`src/gclkri_pkg.sv`:
```
// constants, field layout and reset configuration of the clock controller register block
// assumes an AXI4-Lite master on core_clk and a single 40 MHz clock domain
package gclkri_pkg;
    // register offsets are word indices; byte address is four times the index
    localparam logic [3:0] IDX_TOP_CONTROL = 4'h0;
    localparam logic [3:0] IDX_SYNC_STATUS = 4'h1;
    localparam logic [3:0] IDX_CHANNEL_CONTROL = 4'h2;
    localparam logic [3:0] IDX_GENERATOR_CONTROL = 4'h4;
    localparam logic [3:0] IDX_GENERATOR_DIVISION = 4'h8;
    // field positions
    localparam int SOFT_CLEAR_BIT = 0;
    localparam int PENDING_BIT = 7;
    localparam int CH_FREEZE_BIT = 15;
    localparam int CH_ON_BIT = 14;
    localparam int CH_PICK_LSB = 8;
    localparam int GC_SRC_LSB = 8;
    localparam int GC_FLAG_LSB = 16;
    localparam int GD_DIV_LSB = 8;
    // generator flag bits inside the six-bit flag group
    localparam int GF_ON = 0;
    localparam int GF_OOV = 2;
    localparam int GF_OE = 3;
    localparam int GF_KEEP = 5;
    // counts and reset configuration
    localparam int NUM_CH = 28;
    localparam int NUM_GEN = 8;
    localparam int SYNC_CYCLES = 4;
    localparam int CH_WDT = 1;
    localparam int CH_RTC = 2;
    localparam logic [3:0] WDT_PICK_RST = 4'h2;
    localparam logic WDT_ON_RST = 1'b0;
    localparam logic [7:0] GEN_ON_RST = 8'h01;
    localparam logic [1:0] RESP_OKAY = 2'h0;
    localparam logic [1:0] RESP_SLVERR = 2'h2;
    // what a synchronized operation will commit when it completes
    typedef enum logic [2:0] {
        PEND_NONE,
        PEND_CLEAR,
        PEND_GCTRL,
        PEND_GDIV,
        PEND_CHON
    } gclkri_pend_t;
endpackage : gclkri_pkg

```
`src/gclkri_sync_delay.sv`:
```
// fixed-latency model of the crossing into the generic clock domain
// assumes start is a one-cycle pulse and is not repeated before done
module gclkri_sync_delay #(
    parameter int CYCLES = gclkri_pkg::SYNC_CYCLES
) (
    // clock and reset
    input wire logic core_clk,
    input wire logic rst,
    input wire logic ce,
    // handshake
    input wire logic start,
    output logic done
);
    localparam int CW = $clog2(CYCLES + 1);
    localparam logic [CW-1:0] LAST = CW'(CYCLES);
    logic [CW-1:0] count;
    logic running;

    // count from start to completion; done pulses one cycle
    always_ff @(posedge core_clk or posedge rst) begin
        if (rst) begin
            count <= '0;
            running <= 1'b0;
            done <= 1'b0;
        end else if (ce) begin
            done <= 1'b0;
            if (start) begin
                running <= 1'b1;
                count <= CW'(1);
            end else if (running) begin
                if (count == LAST) begin
                    running <= 1'b0;
                    done <= 1'b1;
                end else begin
                    count <= count + CW'(1);
                end
            end
        end
    end
endmodule : gclkri_sync_delay

```
`src/gclkri_top.sv`:
```
// register interface and clock gating control of the generic clock controller
// assumes AXI4-Lite master, sleep inputs from the power logic, source ready from oscillators
//
// Added by the designer: the AXI4-Lite register port.
module gclkri_top #(
    parameter int NCH = gclkri_pkg::NUM_CH
) (
    // clock and reset
    input wire logic core_clk,
    input wire logic rst,
    input wire logic ce,
    input wire logic usr_rst,
    // axi4-lite write
    input wire logic s_axi_awvalid,
    output logic s_axi_awready,
    input wire logic [5:0] s_axi_awaddr,
    input wire logic s_axi_wvalid,
    output logic s_axi_wready,
    input wire logic [31:0] s_axi_wdata,
    input wire logic [3:0] s_axi_wstrb,
    output logic s_axi_bvalid,
    input wire logic s_axi_bready,
    output logic [1:0] s_axi_bresp,
    // axi4-lite read
    input wire logic s_axi_arvalid,
    output logic s_axi_arready,
    input wire logic [5:0] s_axi_araddr,
    output logic s_axi_rvalid,
    input wire logic s_axi_rready,
    output logic [31:0] s_axi_rdata,
    output logic [1:0] s_axi_rresp,
    // sleep and peripheral requests
    input wire logic sleep,
    input wire logic standby,
    input wire logic [NCH-1:0] clk_req,
    // clock sources and gating
    input wire logic [7:0] src_ready,
    output logic [7:0] src_wake,
    output logic [7:0] gen_run,
    output logic [NCH-1:0] ch_clk_en,
    // generator clock pins
    output logic [7:0] clock_pin_oe_n,
    output logic [7:0] clock_pin_idle
);
    logic [3:0] ch_pick [NCH];
    logic [NCH-1:0] ch_on;
    logic [NCH-1:0] ch_freeze;
    logic [5:0] gen_flag [8];
    logic [4:0] gen_src [8];
    logic [15:0] gen_div [8];
    logic [7:0] gen_lock;
    logic [5:0] sel_ch;
    logic [3:0] sel_gc;
    logic [3:0] sel_gd;
    logic crossing_pending;
    logic soft_clear;
    gclkri_pkg::gclkri_pend_t pend_kind;
    logic [5:0] pend_id;
    logic [31:0] pend_word;
    logic sync_done;
    logic aw_got;
    logic w_got;
    logic [3:0] wa;
    logic [31:0] wd;
    logic [3:0] ws;
    logic [7:0] src_meta;
    logic [7:0] src_ok;
    // top bit of the generator pick field, declared ahead of every use
    localparam int CH_PICK_HI = gclkri_pkg::CH_PICK_LSB + 3;

    // merge the strobed byte lanes of a write into the current word
    function automatic logic [31:0] lane_merge(input logic [31:0] cur, input logic [31:0] nw,
                                               input logic [3:0] strb);
        logic [31:0] res;
        res = cur;
        for (int b = 0; b < 4; b++) begin
            if (strb[b]) begin
                res[b*8 +: 8] = nw[b*8 +: 8];
            end
        end
        return res;
    endfunction : lane_merge

    // generator pick after power reset, per channel
    function automatic logic [3:0] ch_pick_rst(input int c);
        return (c == gclkri_pkg::CH_WDT) ? gclkri_pkg::WDT_PICK_RST : 4'h0;
    endfunction : ch_pick_rst

    function automatic logic ch_on_rst(input int c);
        return (c == gclkri_pkg::CH_WDT) ? gclkri_pkg::WDT_ON_RST : 1'b0;
    endfunction : ch_on_rst

    // the reserved pick codes and out-of-range ids are filtered here
    function automatic logic gen_valid(input logic [3:0] g);
        return g < 4'h8;
    endfunction : gen_valid

    // generator control word as software sees it
    function automatic logic [31:0] gc_word(input logic [3:0] id, input logic [5:0] f,
                                            input logic [4:0] s);
        return {10'h000, f, 3'h0, s, 4'h0, id};
    endfunction : gc_word

    always_comb begin
        gen_lock = 8'h00;
        for (int c = 0; c < NCH; c++) begin
            if (ch_freeze[c] && gen_valid(ch_pick[c]) && ch_pick[c] != 4'h0) begin
                gen_lock[ch_pick[c][2:0]] = 1'b1;
            end
        end
    end

    // write decode from the captured address and data
    logic wr_go;
    logic hit_top;
    logic hit_ch;
    logic hit_gc;
    logic hit_gd;
    logic [5:0] ch_nid;
    logic ch_ok;
    logic ch_wr;
    logic [3:0] gc_nid;
    logic gc_ok;
    logic gc_wr;
    logic [31:0] gc_new;
    logic [3:0] gd_nid;
    logic gd_ok;
    logic gd_wr;
    logic [31:0] gd_new;
    logic sc_go;
    logic chon_go;
    logic sync_go;
    logic wr_mapped;

    // a write is performed only once no crossing is pending
    assign wr_go = aw_got && w_got && !s_axi_bvalid && !crossing_pending;
    assign hit_top = wa == gclkri_pkg::IDX_TOP_CONTROL;
    assign hit_ch = wa == gclkri_pkg::IDX_CHANNEL_CONTROL;
    assign hit_gc = wa == gclkri_pkg::IDX_GENERATOR_CONTROL;
    assign hit_gd = wa == gclkri_pkg::IDX_GENERATOR_DIVISION;
    assign wr_mapped = hit_top || hit_ch || hit_gc || hit_gd || wa == gclkri_pkg::IDX_SYNC_STATUS;
    // the id lane, when strobed, picks the instance for the other lanes
    assign ch_nid = ws[0] ? wd[5:0] : sel_ch;
    assign ch_ok = ch_nid < 6'(NCH) && !ch_freeze[ch_nid[4:0]];
    assign ch_wr = wr_go && hit_ch && ws[1] && ch_ok;
    assign gc_nid = ws[0] ? wd[3:0] : sel_gc;
    assign gc_ok = gen_valid(gc_nid) && !gen_lock[gc_nid[2:0]];
    assign gc_new = lane_merge(gc_word(gc_nid, gen_flag[gc_nid[2:0]], gen_src[gc_nid[2:0]]),
                               wd, ws);
    assign gc_wr = wr_go && hit_gc && (|ws[3:1]) && gc_ok;
    assign gd_nid = ws[0] ? wd[3:0] : sel_gd;
    assign gd_ok = gen_valid(gd_nid) && !gen_lock[gd_nid[2:0]];
    assign gd_new = lane_merge({8'h00, gen_div[gd_nid[2:0]], 4'h0, gd_nid}, wd, ws);
    assign gd_wr = wr_go && hit_gd && (|ws[3:1]) && gd_ok;
    // only a one in the soft_clear bit starts anything
    assign sc_go = wr_go && hit_top && ws[0] && wd[gclkri_pkg::SOFT_CLEAR_BIT];
    assign chon_go = ch_wr && (wd[gclkri_pkg::CH_ON_BIT] != ch_on[ch_nid[4:0]]);
    assign sync_go = sc_go || chon_go || gc_wr || gd_wr;

    logic sc_commit;
    assign sc_commit = sync_done && pend_kind == gclkri_pkg::PEND_CLEAR;

    gclkri_sync_delay #(
        .CYCLES(gclkri_pkg::SYNC_CYCLES)
    ) u_sync (
        .core_clk(core_clk),
        .rst(rst),
        .ce(ce),
        .start(sync_go),
        .done(sync_done)
    );

    // pending flag and staged payload of the running crossing
    always_ff @(posedge core_clk or posedge rst) begin
        if (rst) begin
            crossing_pending <= 1'b0;
            soft_clear <= 1'b0;
            pend_kind <= gclkri_pkg::PEND_NONE;
            pend_id <= 6'h00;
            pend_word <= 32'h0000_0000;
        end else if (ce) begin
            if (sync_go) begin
                crossing_pending <= 1'b1;
                soft_clear <= sc_go;
                pend_id <= hit_ch ? ch_nid : (hit_gc ? {2'b00, gc_nid} : {2'b00, gd_nid});
                pend_word <= hit_gc ? gc_new : (hit_gd ? gd_new : wd);
                if (sc_go) begin
                    pend_kind <= gclkri_pkg::PEND_CLEAR;
                end else if (gc_wr) begin
                    pend_kind <= gclkri_pkg::PEND_GCTRL;
                end else if (gd_wr) begin
                    pend_kind <= gclkri_pkg::PEND_GDIV;
                end else begin
                    pend_kind <= gclkri_pkg::PEND_CHON;
                end
            end else if (sync_done) begin
                // both flags drop together at completion
                crossing_pending <= 1'b0;
                soft_clear <= 1'b0;
                pend_kind <= gclkri_pkg::PEND_NONE;
            end
        end
    end

    // channel registers; freeze clears only on power reset
    always_ff @(posedge core_clk or posedge rst) begin
        if (rst) begin
            for (int c = 0; c < NCH; c++) begin
                ch_pick[c] <= ch_pick_rst(c);
                ch_on[c] <= ch_on_rst(c);
                ch_freeze[c] <= 1'b0;
            end
        end else if (ce) begin
            for (int c = 0; c < NCH; c++) begin
                if (!ch_freeze[c] && (sc_commit || (usr_rst && c != gclkri_pkg::CH_RTC))) begin
                    ch_pick[c] <= ch_pick_rst(c);
                    ch_on[c] <= ch_on_rst(c);
                end
            end
            if (ch_wr) begin
                // reserved pick codes leave the field unchanged
                if (gen_valid(wd[CH_PICK_HI:gclkri_pkg::CH_PICK_LSB])) begin
                    ch_pick[ch_nid[4:0]] <= wd[CH_PICK_HI:gclkri_pkg::CH_PICK_LSB];
                end
                // writing the freeze bit locks the channel
                if (wd[gclkri_pkg::CH_FREEZE_BIT]) begin
                    ch_freeze[ch_nid[4:0]] <= 1'b1;
                end
            end
            // on/off takes effect only at completion
            if (sync_done && pend_kind == gclkri_pkg::PEND_CHON) begin
                ch_on[pend_id[4:0]] <= pend_word[gclkri_pkg::CH_ON_BIT];
            end
        end
    end

    // generator control and division
    always_ff @(posedge core_clk or posedge rst) begin
        if (rst) begin
            for (int g = 0; g < 8; g++) begin
                gen_flag[g] <= {5'h00, gclkri_pkg::GEN_ON_RST[g]};
                gen_src[g] <= 5'h00;
                gen_div[g] <= 16'h0000;
            end
        end else if (ce) begin
            for (int g = 0; g < 8; g++) begin
                // locked generators survive soft and user resets
                if (!gen_lock[g] && (sc_commit || usr_rst)) begin
                    gen_flag[g] <= {5'h00, gclkri_pkg::GEN_ON_RST[g]};
                    gen_src[g] <= 5'h00;
                    gen_div[g] <= 16'h0000;
                end
            end
            // staged generator writes land after the crossing
            if (sync_done && pend_kind == gclkri_pkg::PEND_GCTRL) begin
                gen_flag[pend_id[2:0]] <= pend_word[gclkri_pkg::GC_FLAG_LSB +: 6];
                gen_src[pend_id[2:0]] <= pend_word[gclkri_pkg::GC_SRC_LSB +: 5];
            end
            if (sync_done && pend_kind == gclkri_pkg::PEND_GDIV) begin
                gen_div[pend_id[2:0]] <= pend_word[gclkri_pkg::GD_DIV_LSB +: 16];
            end
        end
    end

    // instance selectors follow id lane writes
    always_ff @(posedge core_clk or posedge rst) begin
        if (rst) begin
            sel_ch <= 6'h00;
            sel_gc <= 4'h0;
            sel_gd <= 4'h0;
        end else if (ce) begin
            if (sc_commit) begin
                sel_ch <= 6'h00;
                sel_gc <= 4'h0;
                sel_gd <= 4'h0;
            end
            if (wr_go && ws[0] && hit_ch) begin
                sel_ch <= wd[5:0];
            end
            if (wr_go && ws[0] && hit_gc) begin
                sel_gc <= wd[3:0];
            end
            if (wr_go && ws[0] && hit_gd) begin
                sel_gd <= wd[3:0];
            end
        end
    end

    // axi write channels; address and data are taken in either order
    always_ff @(posedge core_clk or posedge rst) begin
        if (rst) begin
            s_axi_awready <= 1'b1;
            s_axi_wready <= 1'b1;
            s_axi_bvalid <= 1'b0;
            s_axi_bresp <= gclkri_pkg::RESP_OKAY;
            aw_got <= 1'b0;
            w_got <= 1'b0;
            wa <= 4'h0;
            wd <= 32'h0000_0000;
            ws <= 4'h0;
        end else if (ce) begin
            if (s_axi_awvalid && s_axi_awready) begin
                aw_got <= 1'b1;
                s_axi_awready <= 1'b0;
                wa <= s_axi_awaddr[5:2];
            end
            if (s_axi_wvalid && s_axi_wready) begin
                w_got <= 1'b1;
                s_axi_wready <= 1'b0;
                wd <= s_axi_wdata;
                ws <= s_axi_wstrb;
            end
            if (wr_go) begin
                s_axi_bvalid <= 1'b1;
                s_axi_bresp <= wr_mapped ? gclkri_pkg::RESP_OKAY : gclkri_pkg::RESP_SLVERR;
            end
            if (s_axi_bvalid && s_axi_bready) begin
                s_axi_bvalid <= 1'b0;
                aw_got <= 1'b0;
                w_got <= 1'b0;
                s_axi_awready <= 1'b1;
                s_axi_wready <= 1'b1;
            end
        end
    end

    // read mux; reads are never stalled, only writes cross domains
    logic [31:0] rd_word;
    logic rd_ok;
    always_comb begin
        rd_word = 32'h0000_0000;
        rd_ok = 1'b1;
        unique case (s_axi_araddr[5:2])
            gclkri_pkg::IDX_TOP_CONTROL: rd_word[gclkri_pkg::SOFT_CLEAR_BIT] = soft_clear;
            gclkri_pkg::IDX_SYNC_STATUS: rd_word[gclkri_pkg::PENDING_BIT] = crossing_pending;
            gclkri_pkg::IDX_CHANNEL_CONTROL: begin
                rd_word[5:0] = sel_ch;
                if (sel_ch < 6'(NCH)) begin
                    rd_word[gclkri_pkg::CH_FREEZE_BIT] = ch_freeze[sel_ch[4:0]];
                    rd_word[gclkri_pkg::CH_ON_BIT] = ch_on[sel_ch[4:0]];
                    rd_word[CH_PICK_HI:gclkri_pkg::CH_PICK_LSB] = ch_pick[sel_ch[4:0]];
                end
            end
            gclkri_pkg::IDX_GENERATOR_CONTROL: begin
                rd_word = gc_word(sel_gc, gen_valid(sel_gc) ? gen_flag[sel_gc[2:0]] : 6'h00,
                                  gen_valid(sel_gc) ? gen_src[sel_gc[2:0]] : 5'h00);
            end
            gclkri_pkg::IDX_GENERATOR_DIVISION: begin
                rd_word[3:0] = sel_gd;
                if (gen_valid(sel_gd)) begin
                    rd_word[gclkri_pkg::GD_DIV_LSB +: 16] = gen_div[sel_gd[2:0]];
                end
            end
            default: rd_ok = 1'b0;
        endcase
    end

    // axi read channel, one cycle from address to data
    always_ff @(posedge core_clk or posedge rst) begin
        if (rst) begin
            s_axi_arready <= 1'b1;
            s_axi_rvalid <= 1'b0;
            s_axi_rdata <= 32'h0000_0000;
            s_axi_rresp <= gclkri_pkg::RESP_OKAY;
        end else if (ce) begin
            if (s_axi_arvalid && s_axi_arready) begin
                s_axi_arready <= 1'b0;
                s_axi_rvalid <= 1'b1;
                s_axi_rdata <= rd_word;
                s_axi_rresp <= rd_ok ? gclkri_pkg::RESP_OKAY : gclkri_pkg::RESP_SLVERR;
            end else if (s_axi_rvalid && s_axi_rready) begin
                s_axi_rvalid <= 1'b0;
                s_axi_arready <= 1'b1;
            end
        end
    end

    // source ready comes from oscillator logic, so it is synchronised first
    always_ff @(posedge core_clk or posedge rst) begin
        if (rst) begin
            src_meta <= 8'h00;
            src_ok <= 8'h00;
        end else if (ce) begin
            src_meta <= src_ready;
            src_ok <= src_meta;
        end
    end

    // generator demand: free running when awake, on request in sleep
    logic [7:0] gen_need;
    always_comb begin
        gen_need = 8'h00;
        for (int c = 0; c < NCH; c++) begin
            // a requesting enabled channel pulls its generator
            if (ch_on[c] && gen_valid(ch_pick[c]) && (!sleep || clk_req[c])) begin
                gen_need[ch_pick[c][2:0]] = 1'b1;
            end
        end
        for (int g = 0; g < 8; g++) begin
            // keep-alive holds a pin-routed generator in sleep
            if (!sleep || (gen_flag[g][gclkri_pkg::GF_OE] &&
                           gen_flag[g][gclkri_pkg::GF_KEEP])) begin
                gen_need[g] = 1'b1;
            end
            gen_need[g] = gen_need[g] && gen_flag[g][gclkri_pkg::GF_ON];
        end
    end

    // wake source, then generator three cycles after its src_ready rises, then channel one cycle later
    always_ff @(posedge core_clk or posedge rst) begin
        if (rst) begin
            src_wake <= 8'h00;
            gen_run <= 8'h00;
            ch_clk_en <= '0;
        end else if (ce) begin
            src_wake <= gen_need;
            gen_run <= gen_need & src_ok;
            for (int c = 0; c < NCH; c++) begin
                ch_clk_en[c] <= ch_on[c] && gen_valid(ch_pick[c]) && gen_run[ch_pick[c][2:0]] &&
                                (!sleep || clk_req[c]);
            end
        end
    end

    // pin carries the generator clock; otherwise it rests at the idle level
    always_ff @(posedge core_clk or posedge rst) begin
        if (rst) begin
            clock_pin_oe_n <= 8'hFF;
            clock_pin_idle <= 8'h00;
        end else if (ce) begin
            for (int g = 0; g < 8; g++) begin
                clock_pin_oe_n[g] <= !(gen_flag[g][gclkri_pkg::GF_OE] && gen_run[g] &&
                                       (!standby || gen_flag[g][gclkri_pkg::GF_KEEP]));
                clock_pin_idle[g] <= gen_flag[g][gclkri_pkg::GF_OOV];
            end
        end
    end
endmodule : gclkri_top

```
`config.mk`:
```
export PLATFORM = sky130hd
export DESIGN_NAME = gclkri_top
export DESIGN_NICKNAME = d
export VERILOG_FILES = /design/src/gclkri_pkg.sv /design/src/gclkri_sync_delay.sv /design/src/gclkri_top.sv
export SDC_FILE = /design/constraint.sdc
export NUM_CORES = 2
export LEC_CHECK = 0
export BUFFER_PORTS_ARGS = -buffer_cell sky130_fd_sc_hd__buf_2
export CORE_MARGIN = 4
export CORE_UTILIZATION = 45
export DETAILED_ROUTE_END_ITERATION = 8
export GPL_TIMING_DRIVEN = 0
export SLEW_MARGIN = 10
export SYNTH_ARGS = -nofsm -noshare
export SYNTH_HDL_FRONTEND = slang
export SYNTH_SLANG_ARGS = --single-unit
```
`constraint.sdc`:
```
create_clock -name core_clk -period 53.4 [get_ports core_clk]
set_input_delay 10.68 -clock core_clk [delete_from_list [all_inputs] [get_ports core_clk]]
set_output_delay 10.68 -clock core_clk [all_outputs]
set_load 0.01 [all_outputs]
```
==> run metrics <==
vias in the first global route=32,600; post-cts hold buffer count=0; core area=75,900 um^2; DIE WIDTH=285 um; drt first pass iters=6; CTS tree=built; worst hold slack=0.472 ns; setup TNS=0 ns; most common cell after layout, fill and taps aside=dfrtp_1; CTS sink count=567; final setup vio count=0; worst slack, placed=38.97 ns; final number of hold-violating endpoints=0; Site Rows=101; RD Place Congestion=1.07; main combinational cell family by area after synthesis=compound AO/OA/AOI/OAI gates; unrepaired setup endpoints after global routing=no; Filler Cell Count=6,972; Die ar.=81,200 um^2; Reg clk slew, reported paths=0.06 ns; initial antenna violation count=8; Synth Instances=3,396; global route overflow=0; drt drc=0; max-slew violations=0; Final Critical Period=14.21 ns; fin cells=4,740; Clock Skew=0.0479 ns; number of DRC markers in iteration 0=5,725; Post-DRT Antenna Nets=0; Arr. time, crit path=14.75 ns; Syn Area/Cell=10.2 um^2; WS Path Type=in2reg; Worst R2R Path Depth=11; period utilization=0.266; setup bufs post-CTS=0; RR Endpoint=pend_word[21]; CP Launch Type=input pin; reg2reg start=ch_pick[74]; TritonCTS buffer count=67; headroom to the max-slew limit=0.0654; synthesized area=34,500 um^2; leak pwr=16.1 nW; Resize count post-CTS=0; Hold Path Stages=2; share of layout cells above drive strength 1=0.183; reg2reg setup slack=47.87 ns; initial core utilization=0.455; Post-Synth Adder-Cell Area=0.000725; largest net degree at the start of global routing=117; power per cell area=35.2 nW/um^2; post-DR wirelength/cell=39.9 um; routed wire length=189 mm; Setup WS post-layout=39.19 ns; max_cap viols=0; H-tree depth reported by CTS=3; run status=complete, no violations; WP data required=53.94 ns; mux share of post-synthesis cell area=0.189; # port buffers=169; multi-input logic area=19,000 um^2; I/O pin count=196; Synth Flop Type=dfrtp_1; Slew @ Worst Pin=1.40 ns; Final Util=0.518; Synth Area in Compound Gates=0.194; Max VDD drop=31.0 uV; sequential area share after synthesis=0.411; post-DP HPWL=147 mm; flops & latches, synth=567; Max Fanout on Critical Path=10; Die Y=285 um; fmax=70.4 MHz; commonest cells after routing, fill and taps aside=dfrtp_1, nand2_1, o21ai_0, clkbuf_1, buf_2; HP Class=reg2reg; total global routing track utilization=0.455; vias per inst=7.27; synth-to-layout area growth=13.9%; Post-Synth Simple-Gate Area=0.164; CP Capture Point=gen_run[6]; maximum root-to-sink buffer count=3; yosys warns=0; post-synth cell types=88; Post-Synth XOR/XNOR Area=0.000254; placed cells=4,619; global-route wire length before repair=261 mm; register area=14,200 um^2; Final #Nets=3,755; Crit. End Element=flop; Post-synth EDFFs=0; Critical path origin=sleep; ys async rst share=1.00; Clock Latency Late Sink=0.67 ns; routed vias=34,400; root buf cell=clkbuf_16
==> where the power goes <==
group          switching [mW]  total, mW  internal, mW
clock network           0.211      0.486         0.275
registers              0.0261      0.481         0.455
logic                   0.288      0.416         0.128
==> stage by stage <==
| stage | power, mW | instance area [um^2] |
|---|---|---|
| 6_report | 1.38 | 39300 |
| 5_1_grt | 1.41 | 39300 |
| 4_1_cts | 1.36 | 39300 |
| 3_5_place_dp | 0.884 | 37000 |
| 3_3_place_gp | 0.879 | 36700 |
| 2_1_floorplan | 0.729 | 34600 |
==> cells in the mapped netlist, types with 51 or more instances <==
library cell	count	area, um^2
o21ai_0	265	1330
nor2b_1	56	350
nand2b_1	100	626
mux2i_1	169	1690
mux2_2	74	833
nand2_1	371	1390
o2bb2ai_1	70	613
nor2_1	170	638
o22ai_1	153	957
a22o_1	154	1350
nand3_1	59	295
clkbuf_1	204	766
inv_1	66	248
mux4_2	175	3940
nor4_1	51	319
nor3_1	54	270
dfrtp_1	554	13900
==> worst max-delay path: stages <==
cell and delay, ns:
buf_2 0.28, clkbuf_1 0.28, clkbuf_1 0.74, nor2b_1 0.38
nor3b_1 0.21, nor2b_1 0.26, a311oi_1 0.37, o2111ai_1 0.16
nor4_1 0.70, a31oi_1 0.40, a22o_1 0.28
==> how the worst min path moves through the flow <==
stage	slack, ns	startpoint	endpoint
global route	0.49	src_wake[7]	src_wake[7]
finish	0.47	s_axi_awready	s_axi_awready
floorplan	0.45	src_ok[3]	gen_run[3]
CTS	0.47	s_axi_awready	s_axi_awready
global placement	0.46	s_axi_awready	s_axi_awready
detailed placement	0.46	s_axi_awready	s_axi_awready
==> flip-flops by register name, indices dropped and copies added (netlist names), 5 cells and up <==
name,count
gen_run,8
ch_pick,112
ch_on,28
ch_freeze,28
src_meta,8
pend_id,5
clock_pin_idle,8
src_wake,8
clock_pin_oe_n,8
gen_src,40
wd,22
s_axi_rdata,23
sel_ch,6
gen_flag,48
src_ok,8
pend_word,16
ch_clk_en,28
gen_div,128
==> layout make-up <==
cell class | instances | share of cell area
Multi-Input combinational cell | 2491 | 0.484
Clock buffer | 93 | 0.0484
Sequential cell | 567 | 0.361
Tap cell | 1030 | 0.0328
Clock inverter | 27 | 0.0102
Antenna cell | 1 | 0.0000637
Inverter | 67 | 0.00659
Timing Repair Buffer | 183 | 0.0268
Buffer | 281 | 0.0296
==> cells by family (layout without fill, tap and decap cells) <==
family                   count (synthesis)  after routing
XOR/XNOR                                 1              1
AND/OR/NAND/NOR                       1102           1102
other                                    1             12
buffers and inverters                  348            651
adder cells (fa/ha/maj)                  2              2
multiplexers                           421            421
AO/OA/AOI/OAI                          954            954
flip-flops                             567            567
==> layer usage <==
metal  vias to the layer above  wire [um]  global-route usage
li1                      13500          -                   -
met1                     17300      70500               0.601
met2                      3023      78800               0.660
met3                       704      26200               0.158
met4                         8      13500               0.239
met5                         -         80             0.00357
Note: power is estimated with default switching activity, not from simulation.
